==> config.mk <==
export PLATFORM = sky130hd
export DESIGN_NAME = uat_core
export DESIGN_NICKNAME = d
export VERILOG_FILES = /design/src/hw/uat_pkg.sv /design/src/hw/uat_core.sv /design/src/hw/uat_mem.sv
export VERILOG_INCLUDE_DIRS = /design/src /design/src/hw
export SDC_FILE = /design/constraint.sdc
export NUM_CORES = 2
export LEC_CHECK = 0
export BUFFER_PORTS_ARGS = -buffer_cell sky130_fd_sc_hd__buf_2
export CORE_MARGIN = 2
export CORE_UTILIZATION = 30
export DETAILED_ROUTE_END_ITERATION = 10
export GPL_ROUTABILITY_DRIVEN = 0
export GPL_TIMING_DRIVEN = 0
export PLACE_DENSITY = 0.53
export SLEW_MARGIN = 40
export SYNTH_ARGS = -nofsm -noshare
export SYNTH_HDL_FRONTEND = slang
export SYNTH_SLANG_ARGS = --single-unit
==> constraint.sdc <==
create_clock -name core_clk -period 8.1 [get_ports core_clk]
set_input_delay 1.62 -clock core_clk [delete_from_list [all_inputs] [get_ports core_clk]]
set_output_delay 1.62 -clock core_clk [all_outputs]
set_load 0.1 [all_outputs]
==> src/hw/uat_defines.svh <==
// register offsets, field positions, reset values and counts for the uart datapath
`ifndef UAT_DEFINES_SVH
`define UAT_DEFINES_SVH

// byte addresses of the register words
`define UAT_OFS_HOLD      8'h00
`define UAT_OFS_IEN       8'h04
`define UAT_OFS_ISTAT     8'h08
`define UAT_OFS_LCTL      8'h0C
`define UAT_OFS_MCTL      8'h10
`define UAT_OFS_LSTAT     8'h14
`define UAT_OFS_EFEAT     8'h18
`define UAT_OFS_FTHR      8'h1C
`define UAT_OFS_DFRAC     8'h20

// reset values
`define UAT_RST_BYTE      8'h00
`define UAT_RST_FTHR      8'h00

// axi responses
`define UAT_RESP_OKAY     2'h0
`define UAT_RESP_SLVERR   2'h2

// interrupt enable bits
`define UAT_IEN_RXRDY     0
`define UAT_IEN_TXEMPTY   1
`define UAT_IEN_RTS       6
`define UAT_IEN_CTS       7

// enhanced feature bits
`define UAT_EF_ENH        4
`define UAT_EF_ARTS       6
`define UAT_EF_ACTS       7

// fifo control bits
`define UAT_FC_EN         0
`define UAT_FC_RXRST      1
`define UAT_FC_TXRST      2

// line control bits
`define UAT_LC_STOP2      2
`define UAT_LC_PAREN      3
`define UAT_LC_EVEN       4

// modem control bit that asserts request-to-send
`define UAT_MC_RTS        1

// interrupt status codes, low six bits
`define UAT_IS_NONE       6'h01
`define UAT_IS_RXTMO      6'h0C
`define UAT_IS_RXRDY      6'h04
`define UAT_IS_TXEMPTY    6'h02
`define UAT_IS_FLOW       6'h20

// fifo geometry and counts
`define UAT_FIFO_DEPTH    7'h40
`define UAT_OS_16X        5'h10
`define UAT_OS_8X         5'h08
`define UAT_OS_4X         5'h04
`define UAT_TRIG_0        7'h08
`define UAT_TRIG_1        7'h10
`define UAT_TRIG_2        7'h20
`define UAT_TRIG_3        7'h38
`define UAT_TMO_CHARS     2
`define UAT_TMO_EXTRA     7'h0C
`define UAT_FLOW_SCALE    2

`endif

==> src/hw/uat_pkg.sv <==
// types shared by the uart datapath files
package uat_pkg;

	// axi4-lite master to slave
	typedef struct packed {
		logic        awvalid;
		logic [7:0]  awaddr;
		logic        wvalid;
		logic [31:0] wdata;
		logic [3:0]  wstrb;
		logic        bready;
		logic        arvalid;
		logic [7:0]  araddr;
		logic        rready;
	} uat_axi_req_t;

	// axi4-lite slave to master
	typedef struct packed {
		logic        awready;
		logic        wready;
		logic        bvalid;
		logic [1:0]  bresp;
		logic        arready;
		logic        rvalid;
		logic [31:0] rdata;
		logic [1:0]  rresp;
	} uat_axi_rsp_t;

	typedef enum logic [2:0] {
		TX_IDLE  = 3'b000,
		TX_START = 3'b001,
		TX_DATA  = 3'b010,
		TX_PAR   = 3'b011,
		TX_STOP  = 3'b100
	} uat_tx_st_t;

	typedef enum logic [2:0] {
		RX_IDLE  = 3'b000,
		RX_START = 3'b001,
		RX_DATA  = 3'b010,
		RX_PAR   = 3'b011,
		RX_STOP  = 3'b100
	} uat_rx_st_t;

	// whole state of the core
	typedef struct packed {
		logic        aw_hold;
		logic [7:0]  aw_addr;
		logic        w_hold;
		logic [7:0]  w_data;
		logic        w_lane0;
		logic        bvalid;
		logic [1:0]  bresp;
		logic        rvalid;
		logic [7:0]  rdata;
		logic [1:0]  rresp;
		logic [7:0]  ien;
		logic [7:0]  lctl;
		logic [7:0]  mctl;
		logic [7:0]  efeat;
		logic [7:0]  fthr;
		logic [7:0]  dfrac;
		logic        fifo_en;
		logic [1:0]  rx_trig;
		logic [1:0]  tx_trig;
		logic [5:0]  tx_wr;
		logic [5:0]  tx_rd;
		logic [6:0]  tx_cnt;
		logic [5:0]  rx_wr;
		logic [5:0]  rx_rd;
		logic [6:0]  rx_cnt;
		uat_tx_st_t  tx_st;
		logic [4:0]  tx_os;
		logic [2:0]  tx_bit;
		logic [7:0]  tx_shifter;
		logic        tx_par;
		logic        txd;
		uat_rx_st_t  rx_st;
		logic [4:0]  rx_os;
		logic [2:0]  rx_bit;
		logic [7:0]  rx_shifter;
		logic        rx_pbit;
		logic        rx_perr;
		logic        rxd_prev;
		logic        cts_prev;
		logic [4:0]  bt_os;
		logic [6:0]  tmo;
		logic        rx_tmo;
		logic        overrun;
		logic        flow_evt;
		logic        halt;
		logic        rts_n;
	} uat_state_t;

endpackage : uat_pkg

==> src/hw/uat_core.sv <==
// uart transmit and receive datapath with fifos, line status and auto flow control
// Function
// - transmit one bit per 16, 8 or 4 oversampling ticks by mode
// - frame is start, data bits, optional parity, then stop bits
// - data goes out least significant bit first
// - with fifo enabled, holding writes push into a 64-byte transmit fifo
// - without fifo, holding-empty sets on transfer, shifter-empty when holding and shifter both empty
// - transmit-empty interrupt needs interrupt enable bit 1
// - with fifo, holding-empty tracks empty fifo; interrupt below transmit trigger
// - with fifo, shifter-empty needs both fifo and shifter empty
// - start edge validated by sample after 8, 4 or 2 ticks
// - data, parity and stop bits sampled at bit centre
// - receive fifo holds 64 entries of data plus three error tags
// - reading receive holding pops fifo and shows new head tags at once
// - receive-ready per character or at trigger, gated by enable bit 0
// - timeout after four character lengths plus twelve bit times idle
// - auto request-to-send enabled by feature bit 6, started by modem bit 1
// - request-to-send rising edge sets flow status when enable bit 6
// - request-to-send goes high at halt level, low again at resume level
// - receiver keeps storing characters while request-to-send is high
// - auto clear-to-send holds transmit between characters while input high
// - clear-to-send rising edge sets flow status when enable bit 7
// - sampling mode field selects 16x, 8x or 4x
// - line control bits 1:0 select five to eight data bits
`timescale 1ns/100ps
`include "uat_defines.svh"

module uat_core (
	input  wire logic                  core_clk, // 200 MHz core clock
	input  wire logic                  rst_n,    // async reset, active low
	input  wire uat_pkg::uat_axi_req_t axi_req,  // axi4-lite request channels
	output uat_pkg::uat_axi_rsp_t      axi_rsp,  // axi4-lite response channels
	input  wire logic                  os_tick,  // one-cycle oversampling enable
	input  wire logic                  rxd,      // serial receive input
	output logic                       txd,      // serial transmit output
	input  wire logic                  cts_n,    // clear-to-send, active low
	output logic                       rts_n     // request-to-send, active low
);
	import uat_pkg::*;

	uat_state_t  s_q;
	uat_state_t  s_d;
	logic [7:0]  tx_head;
	logic [10:0] rx_head;
	logic        tx_we;
	logic        rx_we;
	logic [10:0] rx_wdata;
	logic        tx_push;
	logic        tx_pop;
	logic        rx_push;
	logic        rx_pop;
	logic [4:0]  bit_len;
	logic [3:0]  dlen;
	logic [6:0]  cap;
	logic [6:0]  tmo_limit;
	logic [7:0]  dmask;
	logic [7:0]  lstat;
	logic [7:0]  istat;
	logic [5:0]  is_code;
	logic        tx_adv;
	logic        rx_adv;
	logic        rx_half;
	logic        bit_tick;
	logic [7:0]  rx_data;
	logic        aw_take;
	logic        w_take;
	logic        ar_take;

	// oversampling ticks per bit from the sampling mode field
	function automatic logic [4:0] os_per_bit(input logic [1:0] mode);
		unique case (mode)
			2'b01:   os_per_bit = `UAT_OS_8X;
			2'b10:   os_per_bit = `UAT_OS_4X;
			default: os_per_bit = `UAT_OS_16X; // 11 is reserved, treated as 16x
		endcase
	endfunction : os_per_bit

	// fifo fill level selected by a two-bit trigger field
	function automatic logic [6:0] trig_level(input logic [1:0] sel);
		unique case (sel)
			2'b00: trig_level = `UAT_TRIG_0;
			2'b01: trig_level = `UAT_TRIG_1;
			2'b10: trig_level = `UAT_TRIG_2;
			2'b11: trig_level = `UAT_TRIG_3;
		endcase
	endfunction : trig_level

	// fifo storage; read address follows the next pointer so the head is ready a cycle later
	uat_mem #(.WIDTH(8)) u_tx_mem (
		.core_clk (core_clk),
		.we       (tx_we),
		.waddr    (s_q.tx_wr),
		.wdata    (s_q.w_data),
		.raddr    (s_d.tx_rd),
		.rdata    (tx_head)
	);

	uat_mem #(.WIDTH(11)) u_rx_mem (
		.core_clk (core_clk),
		.we       (rx_we),
		.waddr    (s_q.rx_wr),
		.wdata    (rx_wdata),
		.raddr    (s_d.rx_rd),
		.rdata    (rx_head)
	);

	// frame geometry from the line and divisor-fraction registers
	always_comb begin
		bit_len   = os_per_bit(s_q.dfrac[5:4]);
		dlen      = 4'(5 + s_q.lctl[1:0]);
		dmask     = 8'(8'hFF >> (4'h8 - dlen));
		cap       = s_q.fifo_en ? `UAT_FIFO_DEPTH : 7'h01;
		tmo_limit = 7'(((1 + dlen + s_q.lctl[`UAT_LC_PAREN] + s_q.lctl[`UAT_LC_STOP2] + 1) << `UAT_TMO_CHARS)
			+ `UAT_TMO_EXTRA);
		tx_adv    = os_tick && (s_q.tx_os == bit_len - 5'h01);
		rx_adv    = os_tick && (s_q.rx_os == bit_len - 5'h01);
		rx_half   = os_tick && (s_q.rx_os == (bit_len >> 1) - 5'h01);
		bit_tick  = os_tick && (s_q.bt_os == bit_len - 5'h01);
		rx_data   = 8'(s_q.rx_shifter >> (4'h8 - dlen));
	end

	// line status and priority-coded interrupt status
	always_comb begin
		lstat    = 8'h00;
		lstat[0] = (s_q.rx_cnt != 7'h00);
		lstat[1] = s_q.overrun;
		lstat[4:2] = (s_q.rx_cnt != 7'h00) ? rx_head[10:8] : 3'b000;
		lstat[5] = (s_q.tx_cnt == 7'h00);
		lstat[6] = (s_q.tx_cnt == 7'h00) && (s_q.tx_st == TX_IDLE);
		if (s_q.ien[`UAT_IEN_RXRDY] && s_q.rx_tmo) begin
			is_code = `UAT_IS_RXTMO;
		end else if (s_q.ien[`UAT_IEN_RXRDY] && (s_q.fifo_en ? (s_q.rx_cnt >= trig_level(s_q.rx_trig))
				: (s_q.rx_cnt != 7'h00))) begin
			is_code = `UAT_IS_RXRDY;
		end else if (s_q.ien[`UAT_IEN_TXEMPTY] && (s_q.fifo_en ? (s_q.tx_cnt < trig_level(s_q.tx_trig))
				: (s_q.tx_cnt == 7'h00))) begin
			is_code = `UAT_IS_TXEMPTY;
		end else if (s_q.flow_evt) begin
			is_code = `UAT_IS_FLOW;
		end else begin
			is_code = `UAT_IS_NONE;
		end
		istat = {{2{s_q.fifo_en}}, is_code};
	end

	// next-state logic for bus, fifos, transmitter, receiver and flow control
	always_comb begin
		s_d      = s_q;
		tx_we    = 1'b0;
		rx_we    = 1'b0;
		rx_wdata = 11'h000;
		tx_push  = 1'b0;
		tx_pop   = 1'b0;
		rx_push  = 1'b0;
		rx_pop   = 1'b0;
		aw_take  = axi_req.awvalid && !s_q.aw_hold && !s_q.bvalid;
		w_take   = axi_req.wvalid && !s_q.w_hold && !s_q.bvalid;
		ar_take  = axi_req.arvalid && !s_q.rvalid;

		// write channels are captured independently, then committed together
		if (aw_take) begin
			s_d.aw_hold = 1'b1;
			s_d.aw_addr = axi_req.awaddr;
		end
		if (w_take) begin
			s_d.w_hold  = 1'b1;
			s_d.w_data  = axi_req.wdata[7:0];
			s_d.w_lane0 = axi_req.wstrb[0];
		end
		if (s_q.bvalid && axi_req.bready) begin
			s_d.bvalid = 1'b0;
		end
		if (s_q.aw_hold && s_q.w_hold) begin
			s_d.aw_hold = 1'b0;
			s_d.w_hold  = 1'b0;
			s_d.bvalid  = 1'b1;
			s_d.bresp   = `UAT_RESP_OKAY;
			if (s_q.w_lane0) begin
				unique case (s_q.aw_addr)
					`UAT_OFS_HOLD: begin
						if (s_q.tx_cnt < cap) begin
							tx_we   = 1'b1;
							tx_push = 1'b1;
						end
					end
					// upper enables stay locked until the enhanced bit is set
					`UAT_OFS_IEN:   s_d.ien = s_q.efeat[`UAT_EF_ENH] ? s_q.w_data
						: {s_q.ien[7:4], s_q.w_data[3:0]};
					`UAT_OFS_ISTAT: begin
						s_d.fifo_en = s_q.w_data[`UAT_FC_EN];
						s_d.tx_trig = s_q.w_data[5:4];
						s_d.rx_trig = s_q.w_data[7:6];
					end
					`UAT_OFS_LCTL:  s_d.lctl  = s_q.w_data;
					`UAT_OFS_MCTL:  s_d.mctl  = s_q.w_data;
					`UAT_OFS_EFEAT: s_d.efeat = s_q.w_data;
					`UAT_OFS_FTHR:  s_d.fthr  = s_q.w_data;
					`UAT_OFS_DFRAC: s_d.dfrac = s_q.w_data;
					default:        s_d.bresp = `UAT_RESP_SLVERR;
				endcase
			end
		end

		// reads answer one cycle after the address is taken; some reads have side effects
		if (s_q.rvalid && axi_req.rready) begin
			s_d.rvalid = 1'b0;
		end
		if (ar_take) begin
			s_d.rvalid = 1'b1;
			s_d.rresp  = `UAT_RESP_OKAY;
			unique case (axi_req.araddr)
				`UAT_OFS_HOLD: begin
					s_d.rdata = rx_head[7:0];
					rx_pop    = (s_q.rx_cnt != 7'h00);
				end
				`UAT_OFS_IEN:   s_d.rdata = s_q.ien;
				`UAT_OFS_ISTAT: begin
					s_d.rdata    = istat;
					s_d.flow_evt = 1'b0;
				end
				`UAT_OFS_LCTL:  s_d.rdata = s_q.lctl;
				`UAT_OFS_MCTL:  s_d.rdata = s_q.mctl;
				`UAT_OFS_LSTAT: begin
					s_d.rdata   = lstat;
					s_d.overrun = 1'b0;
				end
				`UAT_OFS_EFEAT: s_d.rdata = s_q.efeat;
				`UAT_OFS_FTHR:  s_d.rdata = s_q.fthr;
				`UAT_OFS_DFRAC: s_d.rdata = s_q.dfrac;
				default: begin
					s_d.rdata = 8'h00;
					s_d.rresp = `UAT_RESP_SLVERR;
				end
			endcase
		end

		// transmitter; clear-to-send is only checked between characters
		s_d.tx_os = tx_adv ? 5'h00 : (os_tick ? s_q.tx_os + 5'h01 : s_q.tx_os);
		unique case (s_q.tx_st)
			TX_IDLE: begin
				s_d.txd   = 1'b1;
				s_d.tx_os = 5'h00;
				if ((s_q.tx_cnt != 7'h00) && !(s_q.efeat[`UAT_EF_ACTS] && cts_n)) begin
					tx_pop         = 1'b1;
					s_d.tx_shifter = tx_head & dmask;
					s_d.tx_par     = ^(tx_head & dmask) ^ ~s_q.lctl[`UAT_LC_EVEN];
					s_d.txd        = 1'b0;
					s_d.tx_st      = TX_START;
				end
			end
			TX_START: begin
				if (tx_adv) begin
					s_d.txd        = s_q.tx_shifter[0];
					s_d.tx_shifter = s_q.tx_shifter >> 1;
					s_d.tx_bit     = 3'h0;
					s_d.tx_st      = TX_DATA;
				end
			end
			TX_DATA: begin
				if (tx_adv) begin
					if (s_q.tx_bit == 3'(dlen - 4'h1)) begin
						s_d.txd    = s_q.lctl[`UAT_LC_PAREN] ? s_q.tx_par : 1'b1;
						s_d.tx_st  = s_q.lctl[`UAT_LC_PAREN] ? TX_PAR : TX_STOP;
						s_d.tx_bit = 3'h0;
					end else begin
						s_d.txd        = s_q.tx_shifter[0];
						s_d.tx_shifter = s_q.tx_shifter >> 1;
						s_d.tx_bit     = s_q.tx_bit + 3'h1;
					end
				end
			end
			TX_PAR: begin
				if (tx_adv) begin
					s_d.txd    = 1'b1;
					s_d.tx_bit = 3'h0;
					s_d.tx_st  = TX_STOP;
				end
			end
			TX_STOP: begin
				if (tx_adv) begin
					if (s_q.tx_bit == {2'b00, s_q.lctl[`UAT_LC_STOP2]}) begin
						s_d.tx_st = TX_IDLE;
					end else begin
						s_d.tx_bit = s_q.tx_bit + 3'h1;
					end
				end
			end
			default: s_d.tx_st = TX_IDLE;
		endcase

		// receiver; keeps storing even while request-to-send is high
		s_d.rxd_prev = rxd;
		s_d.rx_os    = (rx_adv || rx_half && s_q.rx_st == RX_START) ? 5'h00
			: (os_tick ? s_q.rx_os + 5'h01 : s_q.rx_os);
		unique case (s_q.rx_st)
			RX_IDLE: begin
				s_d.rx_os = 5'h00;
				if (s_q.rxd_prev && !rxd) begin
					s_d.rx_st = RX_START;
				end
			end
			RX_START: begin
				if (rx_half) begin
					s_d.rx_st   = rxd ? RX_IDLE : RX_DATA;
					s_d.rx_bit  = 3'h0;
					s_d.rx_perr = 1'b0;
					s_d.rx_pbit = 1'b0;
				end
			end
			RX_DATA: begin
				if (rx_adv) begin
					s_d.rx_shifter = {rxd, s_q.rx_shifter[7:1]};
					s_d.rx_bit     = s_q.rx_bit + 3'h1;
					if (s_q.rx_bit == 3'(dlen - 4'h1)) begin
						s_d.rx_st = s_q.lctl[`UAT_LC_PAREN] ? RX_PAR : RX_STOP;
					end
				end
			end
			RX_PAR: begin
				if (rx_adv) begin
					s_d.rx_pbit = rxd;
					s_d.rx_perr = rxd ^ ^rx_data ^ ~s_q.lctl[`UAT_LC_EVEN];
					s_d.rx_st   = RX_STOP;
				end
			end
			RX_STOP: begin
				if (rx_adv) begin
					s_d.rx_st = RX_IDLE;
					rx_wdata  = {!rxd && (rx_data == 8'h00) && !s_q.rx_pbit, !rxd, s_q.rx_perr, rx_data};
					if (s_q.rx_cnt < cap || rx_pop) begin
						rx_we   = 1'b1;
						rx_push = 1'b1;
					end else begin
						s_d.overrun = 1'b1;                                       // set wins over read clear
					end
				end
			end
			default: s_d.rx_st = RX_IDLE;
		endcase

		// fifo pointers and fill levels; a reset bit in the control write drops the contents
		s_d.tx_wr  = s_q.tx_wr + 6'(tx_push);
		s_d.tx_rd  = s_q.tx_rd + 6'(tx_pop);
		s_d.tx_cnt = s_q.tx_cnt + 7'(tx_push) - 7'(tx_pop);
		s_d.rx_wr  = s_q.rx_wr + 6'(rx_push);
		s_d.rx_rd  = s_q.rx_rd + 6'(rx_pop);
		s_d.rx_cnt = s_q.rx_cnt + 7'(rx_push) - 7'(rx_pop);
		if (s_q.aw_hold && s_q.w_hold && s_q.w_lane0 && s_q.aw_addr == `UAT_OFS_ISTAT) begin
			if (s_q.w_data[`UAT_FC_TXRST]) begin
				s_d.tx_wr  = 6'h00;
				s_d.tx_rd  = 6'h00;
				s_d.tx_cnt = 7'h00;
			end
			if (s_q.w_data[`UAT_FC_RXRST]) begin
				s_d.rx_wr  = 6'h00;
				s_d.rx_rd  = 6'h00;
				s_d.rx_cnt = 7'h00;
			end
		end

		// free bit-time divider and receive timeout counter
		s_d.bt_os = bit_tick ? 5'h00 : (os_tick ? s_q.bt_os + 5'h01 : s_q.bt_os);
		if (rx_push || rx_pop || s_q.rx_cnt == 7'h00) begin
			s_d.tmo    = 7'h00;
			s_d.rx_tmo = 1'b0;
		end else if (bit_tick && s_q.tmo != tmo_limit) begin
			s_d.tmo = s_q.tmo + 7'h01;
		end
		// a fresh character restarts the wait, so it must not re-arm the flag in the same cycle
		if (s_q.tmo == tmo_limit && s_q.rx_cnt != 7'h00 && !rx_pop && !rx_push) begin
			s_d.rx_tmo = 1'b1;
		end

		// auto request-to-send: halt and resume levels are in steps of four entries
		if (s_q.rx_cnt >= 7'({s_q.fthr[3:0], 2'b00}) && s_q.fthr[3:0] != 4'h0) begin
			s_d.halt = 1'b1;
		end else if (s_q.rx_cnt <= 7'({s_q.fthr[7:4], 2'b00})) begin
			s_d.halt = 1'b0;
		end
		s_d.rts_n    = !s_q.mctl[`UAT_MC_RTS] || (s_q.efeat[`UAT_EF_ARTS] && s_q.halt);
		s_d.cts_prev = cts_n;
		if ((s_q.ien[`UAT_IEN_RTS] && s_d.rts_n && !s_q.rts_n)
			|| (s_q.ien[`UAT_IEN_CTS] && cts_n && !s_q.cts_prev)) begin
			s_d.flow_evt = 1'b1;                                              // set wins over read clear
		end
	end

	// state register; only constants under reset
	always_ff @(posedge core_clk or negedge rst_n) begin
		if (!rst_n) begin
			s_q          <= '0;
			s_q.lctl     <= `UAT_RST_BYTE;
			s_q.fthr     <= `UAT_RST_FTHR;
			s_q.tx_st    <= TX_IDLE;
			s_q.rx_st    <= RX_IDLE;
			s_q.txd      <= 1'b1;
			s_q.rxd_prev <= 1'b1;
			s_q.rts_n    <= 1'b1;
		end else begin
			s_q <= s_d;
		end
	end

	// outputs; readies are combinational, data come from the state register
	always_comb begin
		axi_rsp.awready = !s_q.aw_hold && !s_q.bvalid;
		axi_rsp.wready  = !s_q.w_hold && !s_q.bvalid;
		axi_rsp.bvalid  = s_q.bvalid;
		axi_rsp.bresp   = s_q.bresp;
		axi_rsp.arready = !s_q.rvalid;
		axi_rsp.rvalid  = s_q.rvalid;
		axi_rsp.rdata   = {24'h00_0000, s_q.rdata};
		axi_rsp.rresp   = s_q.rresp;
		txd             = s_q.txd;
		rts_n           = s_q.rts_n;
	end

endmodule : uat_core

==> src/hw/uat_mem.sv <==
// 64-entry fifo storage with registered read data
`timescale 1ns/100ps
`include "uat_defines.svh"

module uat_mem #(
	parameter int unsigned WIDTH = 8
) (
	input  wire logic             core_clk, // core clock
	input  wire logic             we,       // write strobe
	input  wire logic [5:0]       waddr,    // write address
	input  wire logic [WIDTH-1:0] wdata,    // write data
	input  wire logic [5:0]       raddr,    // read address for next cycle
	output logic      [WIDTH-1:0] rdata     // registered read data
);
	import uat_pkg::*;

	logic [WIDTH-1:0] mem_q [0:`UAT_FIFO_DEPTH-1];
	logic [WIDTH-1:0] rdata_q;

	// storage array has no reset; contents are read behind a nonzero count, except that a holding read returns the head even when empty
	always_ff @(posedge core_clk) begin
		if (we) begin
			mem_q[waddr] <= wdata;
		end
	end

	// bypass keeps the head fresh when a write lands on the address being read
	always_ff @(posedge core_clk) begin
		if (we && (waddr == raddr)) begin
			rdata_q <= wdata;
		end else begin
			rdata_q <= mem_q[raddr];
		end
	end

	assign rdata = rdata_q;

endmodule : uat_mem

==> results.txt <==
----------------------------------------------------
[STA]
  Final hold violation count ... 0
  Setup violators final ... 0
  Worst slew pin tran ... 0.913 ns
  Setup WS post-layout ... 2.58 ns
  Final critical path time including I/O delays and setup ... 5.52 ns
  Number of max-slew violations in the final report ... 0
  Fmax ... 181 MHz
  Crit share post-route ... 68.2%
  Worst-case clock skew ... 0.0386 ns
  Slew headroom ... 39.0%
  Unrepaired setup endpoints after global routing ... no

[Die]
  Core region area ... 191000 sq um
  Initial cell density of the core ... 30.2%
  Top-level I/O count ... 105
  Floorplan die area ... 196000 sq um
  Floorplan die height ... 442 microns
  Std-Cell Rows ... 160
  Die outline width ... 442 microns

[Synth]
  Sequential cell area fraction in the yosys report ... 71.8%
  Syn Area/Cell ... 19.0 sq um
  Dominant synthesized flop cell ... sky130_fd_sc_hd__edfxtp_1
  Synth warnings ... 0
  Number of synthesized flops with an enable pin ... 1216
  Flip-flop and latch count after synthesis ... 1411
  Post-Synthesis Cells ... 3026
  Number of distinct library cells after synthesis ... 69
  Area of the mapped netlist ... 57600 sq um
  Proportion of register bits with asynchronous set or reset after synthesis ... 13.0%

[Detailed routing]
  Vias per std cell ... 5.04
  Antenna Nets Post-Route ... 0
  Average detailed-routed wire length per instance ... 26.6 microns
  Post-route DRC violation count ... 0
  Total number of vias ... 29900
  Total wire length ... 158000 microns
  Iter 0 DRT Violations ... 3185
  Number of iterations in the first detailed-routing pass ... 5

[Layout]
  Number of standard cells in the layout, taps in and fillers out ... 5932
  Synth-to-Final Area Change ... 16.7%
  Post-route cell area ... 67200 sq um
  Leading cell types in the layout, fill and taps excluded ... sky130_fd_sc_hd__edfxtp_1, sky130_fd_sc_hd__mux4_2, sky130_fd_sc_hd__dfrtp_1, sky130_fd_sc_hd__clkbuf_16, sky130_fd_sc_hd__nor2_2
  Filler cell count ... 17800
  Share of final-layout standard cells stronger than drive strength 1 ... 30.5%
  Total number of nets in the final design ... 3439
  Most frequent standard cell in the layout excluding fill and tap cells ... sky130_fd_sc_hd__edfxtp_1
  Final core utilization ... 35.3%

[Clock tree]
  Clock-pin transition on the worst setup and hold timing paths ... 0.06 ns
  Clk root buf ... sky130_fd_sc_hd__clkbuf_16
  Clk buf depth ... 3
  Clock sink count ... 1411
  Number of H-tree branching levels ... 4
  TritonCTS clock tree ... built
  Clock latency on the worst-skew pair ... 0.78 ns
  Resized cells post-CTS ... 0
  Total setup buffers inserted after CTS ... 0
  Clock buffer count from CTS ... 146
  Number of buffers inserted by hold repair at cts ... 0

[Critical path]
  Worst flop-to-flop path startpoint ... s_q[136]$_DFFE_PN0P_
  R2R Setup Slk ... 2.58 ns
  Capture point of the critical path ... s_q[11]$_DFFE_PN0P_
  Worst reg-to-reg path cell count ... 15
  Worst setup path startpoint ... s_q[136]$_DFFE_PN0P_
  Critical path capture point type ... flip-flop
  Classification of the worst setup path ... flip-flop to flip-flop
  Worst setup SP type ... flip-flop
  CP Data Arrival Time ... 6.21 ns
  Highest net fanout along the worst path ... 10
  Critical path data required time ... 8.79 ns
  End of the worst register-to-register path ... s_q[11]$_DFFE_PN0P_

[Global routing]
  Met2 Resource Use GR ... 25.6%
  Grt met3 use ... 2.84%
  Total gr overflow ... 0
  Combined global-route utilization of all metal layers ... 16.0%
  GRT met1 Usage ... 22.5%
  Most used routing layer ... met2
  Antenna violations before repair ... 8
  First-pass GRT wire length ... 225000 microns
  Largest net degree at the start of global routing ... 67
  Number of global-route vias before repair ... 29600

[Placement]
  Count of input and output buffers ... 51
  Placed wire-length estimate ... 104000 microns
  Number of cells after detailed placement ... 5662
  Placed inst area ... 62400 sq um
  DP Worst Slack ... 2.15 ns

[Pwr]
  Leakage power summed over all cells ... 21.4 nW
  Worst supply voltage drop on vdd ... 0.000224 V
  Power density over cell area ... 290 nW/um^2
  Post-layout total power ... 19.5 mW

[Min path]
  Startpoint of the lowest-slack hold path ... s_q[129]$_DFFE_PN0P_
  Class of the most critical hold timing path ... flip-flop to flip-flop

[Run]
  Number of violations of the max-capacitance limit ... 0

[Outcome]
  Result of the run ... complete, no violations

----------------------------------------------------
[sequential cells by signal (all words and copies together), names as in the netlist, named ones only]
name            cells
s_q               167
rts_n               1
u_tx_mem.mem_q    512
lstat               1
axi_rsp            12
u_rx_mem.mem_q    704
txd                 1
istat               1
[where the power goes]
group | leakage (nW) | total (mW) | internal [mW] | switching, mW
clock | 2.26 | 6.66 | 3.83 | 2.84
sequential | 13.2 | 8.87 | 8.44 | 0.428
combinational | 5.95 | 3.95 | 1.58 | 2.37
total | 21.4 | 19.5 | 13.9 | 5.64
[Yosys cell counts (4+ instances only)]
master / n / area, sq um
sky130_fd_sc_hd__or3_1: 8 / 50.1
sky130_fd_sc_hd__clkbuf_1: 66 / 248
sky130_fd_sc_hd__a22oi_1: 20 / 150
sky130_fd_sc_hd__buf_6: 6 / 67.6
sky130_fd_sc_hd__a21o_1: 8 / 60.1
sky130_fd_sc_hd__a221oi_1: 10 / 87.6
sky130_fd_sc_hd__inv_1: 68 / 255
sky130_fd_sc_hd__nand2_1: 102 / 383
sky130_fd_sc_hd__o22ai_1: 11 / 68.8
sky130_fd_sc_hd__o31ai_1: 7 / 52.6
sky130_fd_sc_hd__mux2i_1: 18 / 180
sky130_fd_sc_hd__buf_2: 33 / 165
sky130_fd_sc_hd__nor2b_1: 31 / 194
sky130_fd_sc_hd__nor4b_1: 4 / 35.0
sky130_fd_sc_hd__nand3b_1: 10 / 75.1
sky130_fd_sc_hd__nand3_1: 43 / 215
sky130_fd_sc_hd__dfrtp_1: 180 / 4500
sky130_fd_sc_hd__nor2_1: 246 / 923
sky130_fd_sc_hd__xnor2_1: 35 / 307
sky130_fd_sc_hd__and2_1: 8 / 50.1
sky130_fd_sc_hd__mux2_2: 68 / 766
sky130_fd_sc_hd__o21ai_0: 57 / 285
sky130_fd_sc_hd__nor3_1: 17 / 85.1
sky130_fd_sc_hd__nor4_1: 7 / 43.8
sky130_fd_sc_hd__mux4_2: 385 / 8670
sky130_fd_sc_hd__or3b_2: 4 / 35.0
sky130_fd_sc_hd__a31oi_1: 14 / 87.6
sky130_fd_sc_hd__a21oi_1: 38 / 190
sky130_fd_sc_hd__dfxtp_1: 12 / 240
sky130_fd_sc_hd__a22o_1: 8 / 70.1
sky130_fd_sc_hd__nand2b_1: 14 / 87.6
sky130_fd_sc_hd__o211ai_1: 8 / 60.1
sky130_fd_sc_hd__or2_2: 6 / 37.5
sky130_fd_sc_hd__edfxtp_1: 1216 / 36500
sky130_fd_sc_hd__and3_1: 10 / 62.6
sky130_fd_sc_hd__buf_4: 44 / 330
sky130_fd_sc_hd__buf_1: 25 / 93.8
sky130_fd_sc_hd__nand4_1: 16 / 100
sky130_fd_sc_hd__xor2_1: 29 / 254
sky130_fd_sc_hd__a211oi_1: 6 / 45.0
sky130_fd_sc_hd__o21bai_1: 9 / 67.6
sky130_fd_sc_hd__ha_1: 73 / 913
[routing by layer]
metal	routed length, microns	part of all wire [%]
met1	69600	44
met2	75700	48
met3	8950	5.7
met4	3480	2.2
met5	0	0
[logic make-up (layout without fill, tap and decap cells)]
logic type               Yosys count  in the layout  synth area share (%)
AND/OR/NAND/NOR                  536            536                  4.28
XOR/XNOR                          66             66                  1.05
other                              1             29               0.00651
AO/OA/AOI/OAI                    221            221                  2.50
buffers and inverters            244            611                  2.03
multiplexers                     471            471                  16.7
adder cells (fa/ha/maj)           76             76                  1.69
flip-flops                      1411           1411                  71.8
[worst max-delay path, cell delays in order (launching register included)]
cell	delay [ns]
sky130_fd_sc_hd__dfrtp_1	0.37
sky130_fd_sc_hd__clkbuf_1	0.40
sky130_fd_sc_hd__clkbuf_1	0.47
sky130_fd_sc_hd__inv_1	0.26
sky130_fd_sc_hd__ha_1	0.43
sky130_fd_sc_hd__buf_1	0.61
sky130_fd_sc_hd__inv_1	0.30
sky130_fd_sc_hd__ha_1	0.40
sky130_fd_sc_hd__ha_1	0.25
sky130_fd_sc_hd__nor4b_1	0.08
sky130_fd_sc_hd__o21ai_0	0.16
sky130_fd_sc_hd__a31oi_1	0.12
sky130_fd_sc_hd__o21ai_1	0.66
sky130_fd_sc_hd__nand3_1	0.25
sky130_fd_sc_hd__or4_1	0.54
sky130_fd_sc_hd__a21oi_1	0.16
[metrics by stage]
step | setup TNS, ns | hold WS [ns]
2_1_floorplan | 0 | 0.405
5_1_grt | 0 | 0.483
3_3_place_gp | -226.09 | 0.459
3_5_place_dp | 0 | 0.463
6_report | 0 | 0.469
4_1_cts | 0 | 0.471
[worst min-delay path by stage]
stage | endpoint | slack [ns] | cells after the start
after global routing | rts_n$_DFF_PN1_ | 0.48 | 1
after global placement | rts_n$_DFF_PN1_ | 0.46 | 1
final | rts_n$_DFF_PN1_ | 0.47 | 1
after floorplan | rts_n$_DFF_PN1_ | 0.41 | 1
after CTS | rts_n$_DFF_PN1_ | 0.47 | 1
after detailed placement | rts_n$_DFF_PN1_ | 0.46 | 1
[layout make-up]
type	count	area [sq um]	area share (%)
Clock buffer	195	4050	6.02
Clock inverter	70	609	0.907
Timing Repair Buffer	102	1110	1.65
Tap cell	2511	3140	4.67
Inverter	70	263	0.391
Sequential cell	1411	41400	61.5
Multi-Input combinational cell	1396	15700	23.4
Antenna cell	3	7.51	0.0112
Buffer	174	948	1.41
No activity file was read; power rests on OpenSTA's default activity.
